[src/hdl/chan_loader_pkg.sv]
// Purpose: Shared constants for the addressed channel loader
// Assumes: One 100 MHz clock; panel pins are synchronous to it
// Notes:   Register offsets are byte addresses on the plain register port
package chan_loader_pkg;
    localparam int NUM_CH    = 6;
    localparam int WORD_W    = 10;
    localparam int SEL_W     = 3;
    localparam int LOG_W     = SEL_W + WORD_W;
    localparam int LOG_DEPTH = 32;
    localparam int LVL_W     = 6;
    localparam int ADDR_W    = 4;
    localparam int DATA_W    = 32;

    localparam logic [ADDR_W-1:0] CTRL_OFS   = 4'h0;
    localparam logic [ADDR_W-1:0] STATUS_OFS = 4'h4;
    localparam logic [ADDR_W-1:0] LOG_OFS    = 4'h8;

    localparam int CTRL_LOG_EN_BIT  = 0;
    localparam int STAT_LOW_POWER_SELECT_BIT    = 8;
    localparam int STAT_DROP_BIT    = 9;
    localparam int LOG_VALID_BIT    = 16;
    localparam logic CTRL_LOG_EN_RST = 1'b0;
endpackage : chan_loader_pkg

[src/hdl/chan_loader.sv]
// Purpose: Addressed channel loading, simultaneous transfer and standby clear
// Assumes: Panel clock and control pins arrive synchronous to clk_i
// Notes:   A 32-word log records each loaded word while logging is enabled and the log is not full, for software readback
`timescale 1ns/1ns
`default_nettype none

module word_fifo #(
    parameter int WIDTH = 13,
    parameter int DEPTH = 32
) (
    input  wire logic                       clk_i,
    input  wire logic                       rst_n_i,
    input  wire logic                       in_valid_i,
    output logic                            in_ready_o,
    input  wire logic [WIDTH-1:0]           in_data_i,
    output logic                            out_valid_o,
    input  wire logic                       out_ready_i,
    output logic [WIDTH-1:0]                out_data_o,
    output logic [$clog2(DEPTH+1)-1:0]      level_o
);
    localparam int AW = $clog2(DEPTH);
    localparam int CW = $clog2(DEPTH + 1);

    logic [WIDTH-1:0] mem [DEPTH];
    logic [AW-1:0]    wr_ptr_reg;
    logic [AW-1:0]    rd_ptr_reg;
    logic [CW-1:0]    count_reg;
    logic [CW-1:0]    count_next;
    logic             ready_reg;
    wire              push_w = in_valid_i & ready_reg;
    wire              pop_w  = out_valid_o & out_ready_i;

    assign count_next  = count_reg + CW'(push_w) - CW'(pop_w);
    assign in_ready_o  = ready_reg;
    assign out_valid_o = (count_reg != '0);
    assign out_data_o  = mem[rd_ptr_reg];
    assign level_o     = count_reg;

    always_ff @(posedge clk_i) begin
        if (push_w) begin
            mem[wr_ptr_reg] <= in_data_i;
        end
    end

    always_ff @(posedge clk_i or negedge rst_n_i) begin
        if (!rst_n_i) begin
            wr_ptr_reg <= '0;
            rd_ptr_reg <= '0;
            count_reg  <= '0;
            ready_reg  <= 1'b0;
        end else begin
            wr_ptr_reg <= push_w ? AW'(wr_ptr_reg + 1'b1) : wr_ptr_reg;
            rd_ptr_reg <= pop_w ? AW'(rd_ptr_reg + 1'b1) : rd_ptr_reg;
            count_reg  <= count_next;
            ready_reg  <= (count_next < CW'(DEPTH));
        end
    end
endmodule // word_fifo

module chan_loader (
    input  wire logic                                             clk_i,
    input  wire logic                                             reset_n_i,
    input  wire logic                                             panel_clk_i,
    input  wire logic [chan_loader_pkg::SEL_W-1:0]                chan_sel_i,
    input  wire logic [chan_loader_pkg::WORD_W-1:0]               video_word_i,
    input  wire logic                                             sequence_start_in_i,
    input  wire logic                                             output_transfer_in_i,
    input  wire logic                                             low_power_select_i,
    input  wire logic [chan_loader_pkg::ADDR_W-1:0]               reg_addr_i,
    input  wire logic [chan_loader_pkg::DATA_W-1:0]               reg_wdata_i,
    input  wire logic                                             reg_wr_i,
    input  wire logic                                             reg_rd_i,
    output logic [chan_loader_pkg::DATA_W-1:0]                    reg_rdata_o,
    output logic [chan_loader_pkg::NUM_CH*chan_loader_pkg::WORD_W-1:0] chan_words_o,
    output logic [chan_loader_pkg::NUM_CH-1:0]                    chan_valid_o,
    output logic                                                  standby_o,
    output logic                                                  log_ready_o
);
    import chan_loader_pkg::*;

    logic                             rst_meta_reg;
    logic                             rst_n_reg;
    logic                             pclk_reg;
    logic [SEL_W-1:0]                 sel_reg;
    logic                             xfr_pend_reg;
    logic                             log_en_reg;
    logic                             log_drop_reg;
    logic [DATA_W-1:0]                rdata_reg;
    logic [NUM_CH-1:0][WORD_W-1:0]    stage1_reg;
    logic [NUM_CH-1:0][WORD_W-1:0]    stage1_next;
    logic [NUM_CH-1:0][WORD_W-1:0]    stage2_reg;
    logic [NUM_CH-1:0]                valid1_reg;
    logic [NUM_CH-1:0]                valid1_next;
    logic [NUM_CH-1:0]                valid2_reg;
    logic                             log_in_ready;
    logic                             log_out_valid;
    logic [LOG_W-1:0]                 log_out_data;
    logic [LVL_W-1:0]                 log_level;
    logic                             pclk_low_power_select_reg;

    // Reset release through two flops
    always_ff @(posedge clk_i or negedge reset_n_i) begin
        if (!reset_n_i) begin
            rst_meta_reg <= 1'b0;
            rst_n_reg    <= 1'b0;
        end else begin
            rst_meta_reg <= 1'b1;
            rst_n_reg    <= rst_meta_reg;
        end
    end

    // Panel clock edges and load qualification
    wire low_power_select_w      = low_power_select_i;
    wire rise_w      = panel_clk_i & ~pclk_reg;
    wire fall_w      = ~panel_clk_i & pclk_reg;
    wire sel_ok_w    = (sel_reg < SEL_W'(NUM_CH));
    wire load_w      = fall_w & sequence_start_in_i & ~low_power_select_w;
    wire load_hit_w  = load_w & sel_ok_w;
    wire xfer_w      = fall_w & xfr_pend_reg & ~low_power_select_w;
    wire log_push_w  = load_hit_w & log_en_reg;
    wire wr_ctrl_w   = reg_wr_i & (reg_addr_i == CTRL_OFS);
    wire wr_stat_w   = reg_wr_i & (reg_addr_i == STATUS_OFS);
    wire pop_log_w   = reg_rd_i & (reg_addr_i == LOG_OFS);
    wire drop_set_w  = log_push_w & ~log_in_ready;

    wire [DATA_W-1:0] ctrl_rd_w = DATA_W'(log_en_reg);
    wire [DATA_W-1:0] stat_rd_w = DATA_W'({log_drop_reg, low_power_select_w, 2'h0, log_level});
    wire [DATA_W-1:0] log_rd_w  = DATA_W'({log_out_valid, 3'h0, log_out_data});
    wire [DATA_W-1:0] rd_mux_w  = (reg_addr_i == CTRL_OFS)   ? ctrl_rd_w :
                                  (reg_addr_i == STATUS_OFS) ? stat_rd_w :
                                  (reg_addr_i == LOG_OFS)    ? log_rd_w  : 32'h0000_0000;

    genvar k;
    generate
        for (k = 0; k < NUM_CH; k++) begin : g_chan
            wire hit_w = load_hit_w & (sel_reg == SEL_W'(k));
            assign stage1_next[k] = hit_w ? video_word_i : stage1_reg[k];
            assign valid1_next[k] = hit_w | valid1_reg[k];

            // First stage takes the word; second stage only on transfer
            always_ff @(posedge clk_i or negedge rst_n_reg) begin
                if (!rst_n_reg) begin
                    stage1_reg[k] <= '0;
                    valid1_reg[k] <= 1'b0;
                    stage2_reg[k] <= '0;
                    valid2_reg[k] <= 1'b0;
                end else if (low_power_select_w) begin
                    stage1_reg[k] <= '0;
                    valid1_reg[k] <= 1'b0;
                    stage2_reg[k] <= '0;
                    valid2_reg[k] <= 1'b0;
                end else begin
                    stage1_reg[k] <= stage1_next[k];
                    valid1_reg[k] <= valid1_next[k];
                    if (xfer_w) begin
                        stage2_reg[k] <= stage1_next[k];
                        valid2_reg[k] <= valid1_next[k];
                    end
                end
            end
            assign chan_words_o[k*WORD_W +: WORD_W] = stage2_reg[k];
        end
    endgenerate

    assign chan_valid_o = valid2_reg;
    assign reg_rdata_o  = rdata_reg;
    assign standby_o    = pclk_low_power_select_reg;

    // Address on rising edge, transfer qualified until next falling edge
    always_ff @(posedge clk_i or negedge rst_n_reg) begin
        if (!rst_n_reg) begin
            pclk_reg      <= 1'b0;
            sel_reg       <= '0;
            xfr_pend_reg  <= 1'b0;
            pclk_low_power_select_reg <= 1'b0;
        end else begin
            pclk_reg      <= panel_clk_i;
            pclk_low_power_select_reg <= low_power_select_w;
            if (low_power_select_w) begin
                xfr_pend_reg <= 1'b0;
            end else if (rise_w) begin
                sel_reg      <= chan_sel_i;
                xfr_pend_reg <= output_transfer_in_i;
            end else if (fall_w) begin
                xfr_pend_reg <= 1'b0;
            end
        end
    end

    // Register port
    always_ff @(posedge clk_i or negedge rst_n_reg) begin
        if (!rst_n_reg) begin
            log_en_reg   <= CTRL_LOG_EN_RST;
            log_drop_reg <= 1'b0;
            rdata_reg    <= '0;
        end else begin
            if (wr_ctrl_w) begin
                log_en_reg <= reg_wdata_i[CTRL_LOG_EN_BIT];
            end
            if (drop_set_w) begin
                log_drop_reg <= 1'b1;
            end else if (wr_stat_w && reg_wdata_i[STAT_DROP_BIT]) begin
                log_drop_reg <= 1'b0;
            end
            rdata_reg <= reg_rd_i ? rd_mux_w : '0;
        end
    end

    word_fifo #(
        .WIDTH (LOG_W),
        .DEPTH (LOG_DEPTH)
    ) u_log (
        .clk_i       (clk_i),
        .rst_n_i     (rst_n_reg),
        .in_valid_i  (log_push_w),
        .in_ready_o  (log_in_ready),
        .in_data_i   ({sel_reg, video_word_i}),
        .out_valid_o (log_out_valid),
        .out_ready_i (pop_log_w),
        .out_data_o  (log_out_data),
        .level_o     (log_level)
    );
    assign log_ready_o = log_in_ready;

    // Checks
    property p_no_seq_no_load;
        @(posedge clk_i) disable iff (!rst_n_reg)
        (fall_w && !sequence_start_in_i && !low_power_select_w) |=> $stable(stage1_reg);
    endproperty
    a_no_seq_no_load: assert property (p_no_seq_no_load) else $error("load without sequence start");

    property p_addr_load;
        @(posedge clk_i) disable iff (!rst_n_reg)
        (load_hit_w) |=> (stage1_reg[$past(sel_reg)] == $past(video_word_i));
    endproperty
    a_addr_load: assert property (p_addr_load) else $error("word not captured");

    property p_load_holds_out;
        @(posedge clk_i) disable iff (!rst_n_reg)
        (!xfer_w && !low_power_select_w) |=> $stable(chan_words_o);
    endproperty
    a_load_holds_out: assert property (p_load_holds_out) else $error("output moved without transfer");

    property p_low_power_select_quiet;
        @(posedge clk_i) disable iff (!rst_n_reg)
        low_power_select_w |-> (!log_push_w && !xfer_w) ##1 standby_o;
    endproperty
    a_low_power_select_quiet: assert property (p_low_power_select_quiet) else $error("activity in standby");

    property p_low_power_select_clear;
        @(posedge clk_i) disable iff (!rst_n_reg)
        low_power_select_w |=> (stage1_reg == '0) && (chan_words_o == '0) && (chan_valid_o == '0) && (valid1_reg == '0);
    endproperty
    a_low_power_select_clear: assert property (p_low_power_select_clear) else $error("data kept through standby");

    property p_resume;
        @(posedge clk_i) disable iff (!rst_n_reg)
        ($fell(standby_o) ##[1:40] load_hit_w) |=> valid1_reg[$past(sel_reg)];
    endproperty
    a_resume: assert property (p_resume) else $error("no load after standby");

    property p_direct;
        @(posedge clk_i) disable iff (!rst_n_reg)
        (load_hit_w && xfr_pend_reg && output_transfer_in_i)
            |=> (chan_words_o[$past(sel_reg)*WORD_W +: WORD_W] == $past(video_word_i));
    endproperty
    a_direct: assert property (p_direct) else $error("direct load not shown");

    property p_xfer;
        @(posedge clk_i) disable iff (!rst_n_reg)
        xfer_w |=> (chan_words_o == $past(stage1_next)) && !xfr_pend_reg;
    endproperty
    a_xfer: assert property (p_xfer) else $error("outputs not updated together");

    property p_all_from_stage1;
        @(posedge clk_i) disable iff (!rst_n_reg)
        (xfer_w ##1 1'b1) |-> (chan_valid_o == valid1_reg);
    endproperty
    a_all_from_stage1: assert property (p_all_from_stage1) else $error("channels out of step");

    property p_bad_sel;
        @(posedge clk_i) disable iff (!rst_n_reg)
        (fall_w && !sel_ok_w && !low_power_select_w) |=> $stable(stage1_reg) && $stable(valid1_reg);
    endproperty
    a_bad_sel: assert property (p_bad_sel) else $error("select 6 or 7 changed a latch");

    property p_sel_capture;
        @(posedge clk_i) disable iff (!rst_n_reg)
        (rise_w && !low_power_select_w) |=> (sel_reg == $past(chan_sel_i));
    endproperty
    a_sel_capture: assert property (p_sel_capture) else $error("select not taken on panel rise");

    property p_no_pend_hold;
        @(posedge clk_i) disable iff (!rst_n_reg)
        (fall_w && !xfr_pend_reg && !low_power_select_w) |=> $stable(chan_valid_o) && $stable(chan_words_o);
    endproperty
    a_no_pend_hold: assert property (p_no_pend_hold) else $error("outputs moved on fall without transfer");

    property p_wake;
        @(posedge clk_i) disable iff (!rst_n_reg)
        $fell(low_power_select_w) |=> !standby_o;
    endproperty
    a_wake: assert property (p_wake) else $error("standby flag stuck after wake");

    c_addr_load: cover property (@(posedge clk_i) disable iff (!rst_n_reg) load_hit_w && !xfr_pend_reg);
    c_xfer: cover property (@(posedge clk_i) disable iff (!rst_n_reg) xfer_w);
    c_low_power_select: cover property (@(posedge clk_i) disable iff (!rst_n_reg) $fell(low_power_select_w));
    c_log_full: cover property (@(posedge clk_i) disable iff (!rst_n_reg) drop_set_w);
    c_direct: cover property (@(posedge clk_i) disable iff (!rst_n_reg) load_hit_w && xfr_pend_reg && output_transfer_in_i);
endmodule // chan_loader

`default_nettype wire

[config.mk]
export PLATFORM = sky130hd
export DESIGN_NAME = chan_loader
export DESIGN_NICKNAME = d
export VERILOG_FILES = /design/src/hdl/chan_loader_pkg.sv /design/src/hdl/chan_loader.sv
export SDC_FILE = /design/constraint.sdc
export NUM_CORES = 1
export LEC_CHECK = 0
export ABC_AREA = 1
export BUFFER_PORTS_ARGS = -buffer_cell sky130_fd_sc_hd__buf_4
export CAP_MARGIN = 20
export CORE_MARGIN = 8
export CORE_UTILIZATION = 55
export DETAILED_ROUTE_END_ITERATION = 10
export GPL_TIMING_DRIVEN = 0
export HOLD_SLACK_MARGIN = 0.1
export MAX_ROUTING_LAYER = met4
export PLACE_DENSITY = 0.69
export SYNTH_ARGS = -nofsm -noshare
export SYNTH_HDL_FRONTEND = slang
export SYNTH_SLANG_ARGS = --single-unit
[constraint.sdc]
create_clock -name clk_i -period 15.9 [get_ports clk_i]
set_input_delay 1.59 -clock clk_i [delete_from_list [all_inputs] [get_ports clk_i]]
set_output_delay 1.59 -clock clk_i [all_outputs]
set_load 0.005 [all_outputs]
## After elaboration in Yosys (flattened, before gate mapping)

Memory sizes are Yosys's and may differ from the RTL's.
Index checks and enable logic that the tools add are counted.

| storage, ports and cells | value |
|---|---|
| flip-flop bits (word level) | 176 |
| memory bits (writable) | 416 |
| input port bits | 57 |
| output and inout port bits | 100 |
| logic and storage cells | 142 |
| memories | 1 |

| operators by class | value |
|---|---|
| add/sub/neg operators | 4 |
| $lt $le $gt $ge | 2 |
| equal/unequal tests | 7 |
| mux-type cells | 53 |
| bitwise operators | 30 |
| reduce and logical (&&, ||, !) cells | 8 |

Memory list:

| memory | words | bits a word | read ports | clocked after memory_dff | write ports | line | source |
|---|---|---|---|---|---|---|---|
| u_log.mem | 32 | 13 | 1 | 0 | 1 | chan_loader.sv:24 | `logic [WIDTH-1:0] mem [DEPTH];` |

Operators with widths:

| cell | number |
|---|---|
| $mux 10 | 24 |
| $mux 17 | 4 |
| $mux 1 | 25 |
| $and 1x1->1 | 20 |
| $add 5x1->5 const B | 2 |
| $add 6x1->6 | 1 |
| $eq 3x2->1 const B | 2 |
| $eq 3x3->1 const B | 2 |
| $lt 6x6->1 const B | 1 |
| $or 1x1->1 | 6 |
| $reduce_bool 6->1 | 1 |
| $sub 6x1->6 | 1 |
| $eq 4x3->1 const B | 1 |
| $eq 4x4->1 const B | 1 |
| $logic_not 4->1 | 1 |
| $not 1->1 | 4 |
| $reduce_bool 2->1 | 2 |
| $eq 3x1->1 const B | 1 |
| $logic_not 3->1 | 1 |
| $lt 3x3->1 const B | 1 |
| $reduce_bool 3->1 | 1 |
| $reduce_and 2->1 | 1 |
| $logic_and 1x1->1 | 1 |

## Logic depth before layout (Yosys ltp)

| depth | value |
|---|---|
| word-level depth | 10 |
| gate-level depth with buffers | 15 |
| depth with buffers taken out | 14 |

## Modules after synthesis

A second synthesis with hierarchy kept.

| second synthesis, totals | value |
|---|---|
| cells, all modules | 2,502 |
| area, all modules | 25,508.2 um^2 |

Modules (own cells, without submodules):

| module | instances | cells an instance | area an instance (um^2) | sequential area each (um^2) |
|---|---|---|---|---|
| word_fifo | 1 | 1,730 | 18,574.1 | 12,917.4 |
| chan_loader | 1 | 772 | 6,934.2 | 3,903.7 |

## Least setup slack after synthesis

No wires, ideal clock.

| path | value |
|---|---|
| path type | input -> register |
| from | in low_power_select_i |
| to | mem u_log.mem[19][0], enable pin |
| setup time | 0.400 ns |
| data arrival time | 3.327 ns |
| required time | 15.500 ns |
| path slack | 12.173 ns |
| stages on the path | 10 |
| buffers on the path | 1 |
| path through | buf_6 > clkinv_4 > nand2_4 > nor2_8 > o21ai_2 > inv_2 > nand3_2 > clkinv_2 > nand3_1 > nor3_1 |

| on the way | value |
|---|---|
| longest elaborated chain between the ends | 7 |

Ends and longest elaborated chain:

| what | line | source |
|---|---|---|
| from (decl) | chan_loader.sv:68 | `input wire logic low_power_select_i,` |
| $not 1->1 (no line) | n/a |  |
| $and 1x1->1 | chan_loader.sv:117 | `wire load_w = fall_w & sequence_start_in_i & ~low_power_select_w;` |
| $and 1x1->1 | chan_loader.sv:118 | `wire load_hit_w = load_w & sel_ok_w;` |
| $and 1x1->1 | chan_loader.sv:120 | `wire log_push_w = load_hit_w & log_en_reg;` |
| $and 1x1->1 | chan_loader.sv:30 | `wire push_w = in_valid_i & ready_reg;` |
| $mux 1 | chan_loader.sv:40 | `if (push_w) begin` |
| $mux 1 (not written as such) | chan_loader.sv:41 | `mem[wr_ptr_reg] <= in_data_i;` |
| to (decl) | chan_loader.sv:24 |  |

No other way between the ends.

## Worst setup path in the final report

| path | value |
|---|---|
| from | in reg_addr_i[1] (netlist bit) |
| to | reg u_log.count_reg[4] (netlist: u_log.level_o[4]) |

| on the way | value |
|---|---|
| longest elaborated chain between the ends | 4 |

Ends and longest elaborated chain:

| what | line | source |
|---|---|---|
| from (decl) | chan_loader.sv:69 | `input wire logic [chan_loader_pkg::ADDR_W-1:0] reg_addr_i,` |
| $eq 4x4->1 | chan_loader.sv:123 | `wire pop_log_w = reg_rd_i & (reg_addr_i == LOG_OFS);` |
| $and 1x1->1 | chan_loader.sv:123 |  |
| $and 1x1->1 | chan_loader.sv:31 | `wire pop_w = out_valid_o & out_ready_i;` |
| via u_log.pop_w | chan_loader.sv:31 |  |
| $sub 6x1->6 | chan_loader.sv:33 | `assign count_next = count_reg + CW'(push_w) - CW'(pop_w);` |
| via u_log.count_next[4] | chan_loader.sv:28 | `logic [CW-1:0] count_next;` |
| to (signal assigned) | chan_loader.sv:54 | `count_reg <= count_next;` |
| to (decl) | chan_loader.sv:27 | `logic [CW-1:0] count_reg;` |

The timed path passes the listed nets, and every way through them passes these cells.
A chain may end at the register's enable or synchronous reset.

==> impl_metrics.env <==
export IMPL_startpoint_type="input port"
export IMPL_synth_ff_latch_count=589
export IMPL_syn_area_per_cell_um2=10.83
export IMPL_crit_required_ns=16.38
export IMPL_drive_gt1_share_pct=14.99
export IMPL_finalClockSkew_ns=0.03030
export IMPL_synth_cell_type_count=42
export IMPL_largest_register_ffs=416
export IMPL_p_total_mw=4.289
export IMPL_postCtsHoldBufs=0
export IMPL_clock_root_buffer="clkbuf_16"
export IMPL_vias=17210
export IMPL_cts_buffers=57
export IMPL_globalplace_congestion=0.9111
export IMPL_status="finished, final reports clean"
export IMPL_tritoncts="done"
export IMPL_power_density_nw_per_um2=152.1
export IMPL_num_antenna_cells=0
export IMPL_grt_pass1_vias=16760
export IMPL_ir_worst_vdd_uv=96.10
export IMPL_track_usage_pct=27.13
export IMPL_core_area_um2=44030
export IMPL_hp_class="reg2reg"
export IMPL_grt_max_degree=65
export IMPL_cp_end_kind="register"
export IMPL_io_buffer_count=108
export IMPL_syn2layout_area_growth_pct=15.53
export IMPL_antenna_found_initial=0
export IMPL_ff_latch_area_um2=16820
export IMPL_max_freq_mhz=281.3
export IMPL_fin_crit_sh_pct=22.36
export IMPL_critPathMaxFanout=9
export IMPL_leakage_nw=12.12
export IMPL_clk_latency_ns=0.62
export IMPL_rsz0062_at_grt="false"
export IMPL_hold_violations=0
export IMPL_ioPinCount=157
export IMPL_setup_viol_count_final=0
export IMPL_placedInstanceArea_um2=26300
export IMPL_reg2regPathDepth=9
export IMPL_synth_edf_count=416
export IMPL_cts_resized=0
export IMPL_cts_sinks=589
export IMPL_min_path_cells=0
export IMPL_wire_per_inst_um=21.85
export IMPL_worstMarginPinSlew_ns=0.9375
export IMPL_place_hpwl_mm=46.49
export IMPL_async_reset_ff_share_pct=29.37
export IMPL_drv_slew=0
export IMPL_synth_area_leaders="edfxtp_1 (51%), dfrtp_1 (18%), nand2_1 (9.2%)"
export IMPL_finalCriticalPeriod_ns=3.556
export IMPL_synth_main_ff_cell="edfxtp_1"
export IMPL_cap_violations=0
export IMPL_slew_headroom_pct=37.43
export IMPL_synth_top_area_share_pct=51.18
export IMPL_drtPass1Iterations=8
export IMPL_ys_top_cells_by_count="nand2_1 (598), edfxtp_1 (416), nor2_1 (215), inv_1 (191), nand3_1 (191)"
export IMPL_netlist_instances=2253
export IMPL_routed_wirelength_mm=67.88
export IMPL_ys_seq_area_share_pct=68.92
export IMPL_fillers=3458
export IMPL_drt_vias_per_instance=5.539
export IMPL_crit_type="in2reg"
export IMPL_core_rowCount=77
export IMPL_cts_clk_slew_worst_paths_ns=0.06
export IMPL_clk_path_buf_depth=3
export IMPL_drtIter0Drc=1839
export IMPL_ys_warn_count=0
export IMPL_cts_setup_buffers=0
export IMPL_drtAntennaViolNets=0
export IMPL_yosysTopAreaCell="edfxtp_1"
export IMPL_fin_nets=2540
export IMPL_chipHeight_um=226.7
export IMPL_synth_most_common_cell="nand2_1"
export IMPL_design_area_um2=28200
export IMPL_multi_input_area_um2=6153
export IMPL_finalSetupTns_ns=0
export IMPL_fp_dieArea_um2=51380
export IMPL_gr_total_overflow=0
export IMPL_htree_levels=2
export IMPL_cp_arrival_ns=4.04
export IMPL_syn_area_um2=24410
export IMPL_utilization_pct=64.05
export IMPL_die_w_um=226.7
export IMPL_drc=0
export IMPL_r2r_setup_slack_ns=12.92
export IMPL_grt_pass1_wl_mm=101.1
export IMPL_initial_core_util_pct=55.44
[through the flow]
| stage | worst slack (ns) | hold WS (ns) | cells |
|---|---|---|---|
| 2_1_floorplan | 10.72 | 0.3312 | 2270 |
| 3_3_place_gp | 8.738 | 0.3384 | 2970 |
| 3_5_place_dp | 11.64 | 0.3450 | 2996 |
| 4_1_cts | 12.27 | 0.3605 | 3101 |
| 5_1_grt | 12.19 | 0.3708 | 3107 |
| 6_report | 12.34 | 0.3586 | 3107 |
[worst max-delay path, stage by stage]
cell and delay (ns):
buf_4 0.11, nor2_1 0.14, nand3_1 0.09, clkinv_1 0.24, nand2_1 0.20, a21oi_4 0.31
ha_1 0.29, inv_1 0.05, ha_1 0.16, inv_1 0.06, fa_1 0.44, o21a_1 0.22
xor2_1 0.14
[logic make-up (layout without fill, tap and decap cells)]
logic type | count (synthesis) | in the layout | share of synthesized area [%]
AND/OR/NAND/NOR | 1022 | 1022 | 17.01
flip-flops | 589 | 589 | 68.92
buffers and inverters | 338 | 583 | 6.228
AO/OA/AOI/OAI | 278 | 278 | 6.710
adder cells (fa/ha/maj) | 14 | 14 | 0.7484
XOR/XNOR | 10 | 10 | 0.3589
other | 2 | 19 | 0.03077
[metal layers]
| metal | wire [um] | share of wire [%] | global-route usage [%] | vias to the layer above |
|---|---|---|---|---|
| li1 | - | - | - | 7889 |
| met1 | 26880 | 40 | 34.92 | 8329 |
| met2 | 32250 | 48 | 43.00 | 853 |
| met3 | 5636 | 8.3 | 3.686 | 139 |
| met4 | 3111 | 4.6 | 12.10 | 0 |
| met5 | 0 | 0 | - | - |
[layout make-up]
| class | count | share of cell area (%) |
|---|---|---|
| tap | 592 | 2.627 |
| sequential | 589 | 59.67 |
| clock buffer | 73 | 5.498 |
| multi-input combinational | 1343 | 21.82 |
| timing repair buffer | 140 | 4.135 |
| clock inverter | 32 | 0.8608 |
| inverter | 203 | 2.733 |
| buffer | 135 | 2.658 |
[worst paths after layout]
check,from,endpoint
worst min register to register,rst_meta_reg,rst_n_reg
min in group asynchronous,rst_n_reg,stage1_reg[55]
max in group asynchronous,rst_n_reg,reg_rdata_o[3]
worst max-delay path,reg_addr_i[1],u_log.level_o[4]
worst min-delay path,rst_meta_reg,rst_n_reg
worst max register to register,sel_reg[2],u_log.mem[10][8]
[layout by cell type, fill, tap and decap left out, types with 19 or more instances in the layout]
cell type	instances
a21oi_1	43
a21oi_2	36
buf_2	44
buf_4	171
clkbuf_1	49
clkbuf_16	60
conb_1	19
dfrtp_1	172
edfxtp_1	416
inv_1	191
nand2_1	598
nand3_1	191
nor2_1	210
o211ai_1	25
o21ai_0	100
o21ai_1	48
o22ai_1	20
[power breakdown]
part	internal (mW)	leakage, nW	switching (mW)	total, mW
combinational	0.354	5.15	0.904	1.26
sequential	1.69	6.08	0.0301	1.72
clock	0.737	0.884	0.577	1.31
total	2.78	12.1	1.51	4.29
Note: power is estimated with default switching activity, not from simulation.
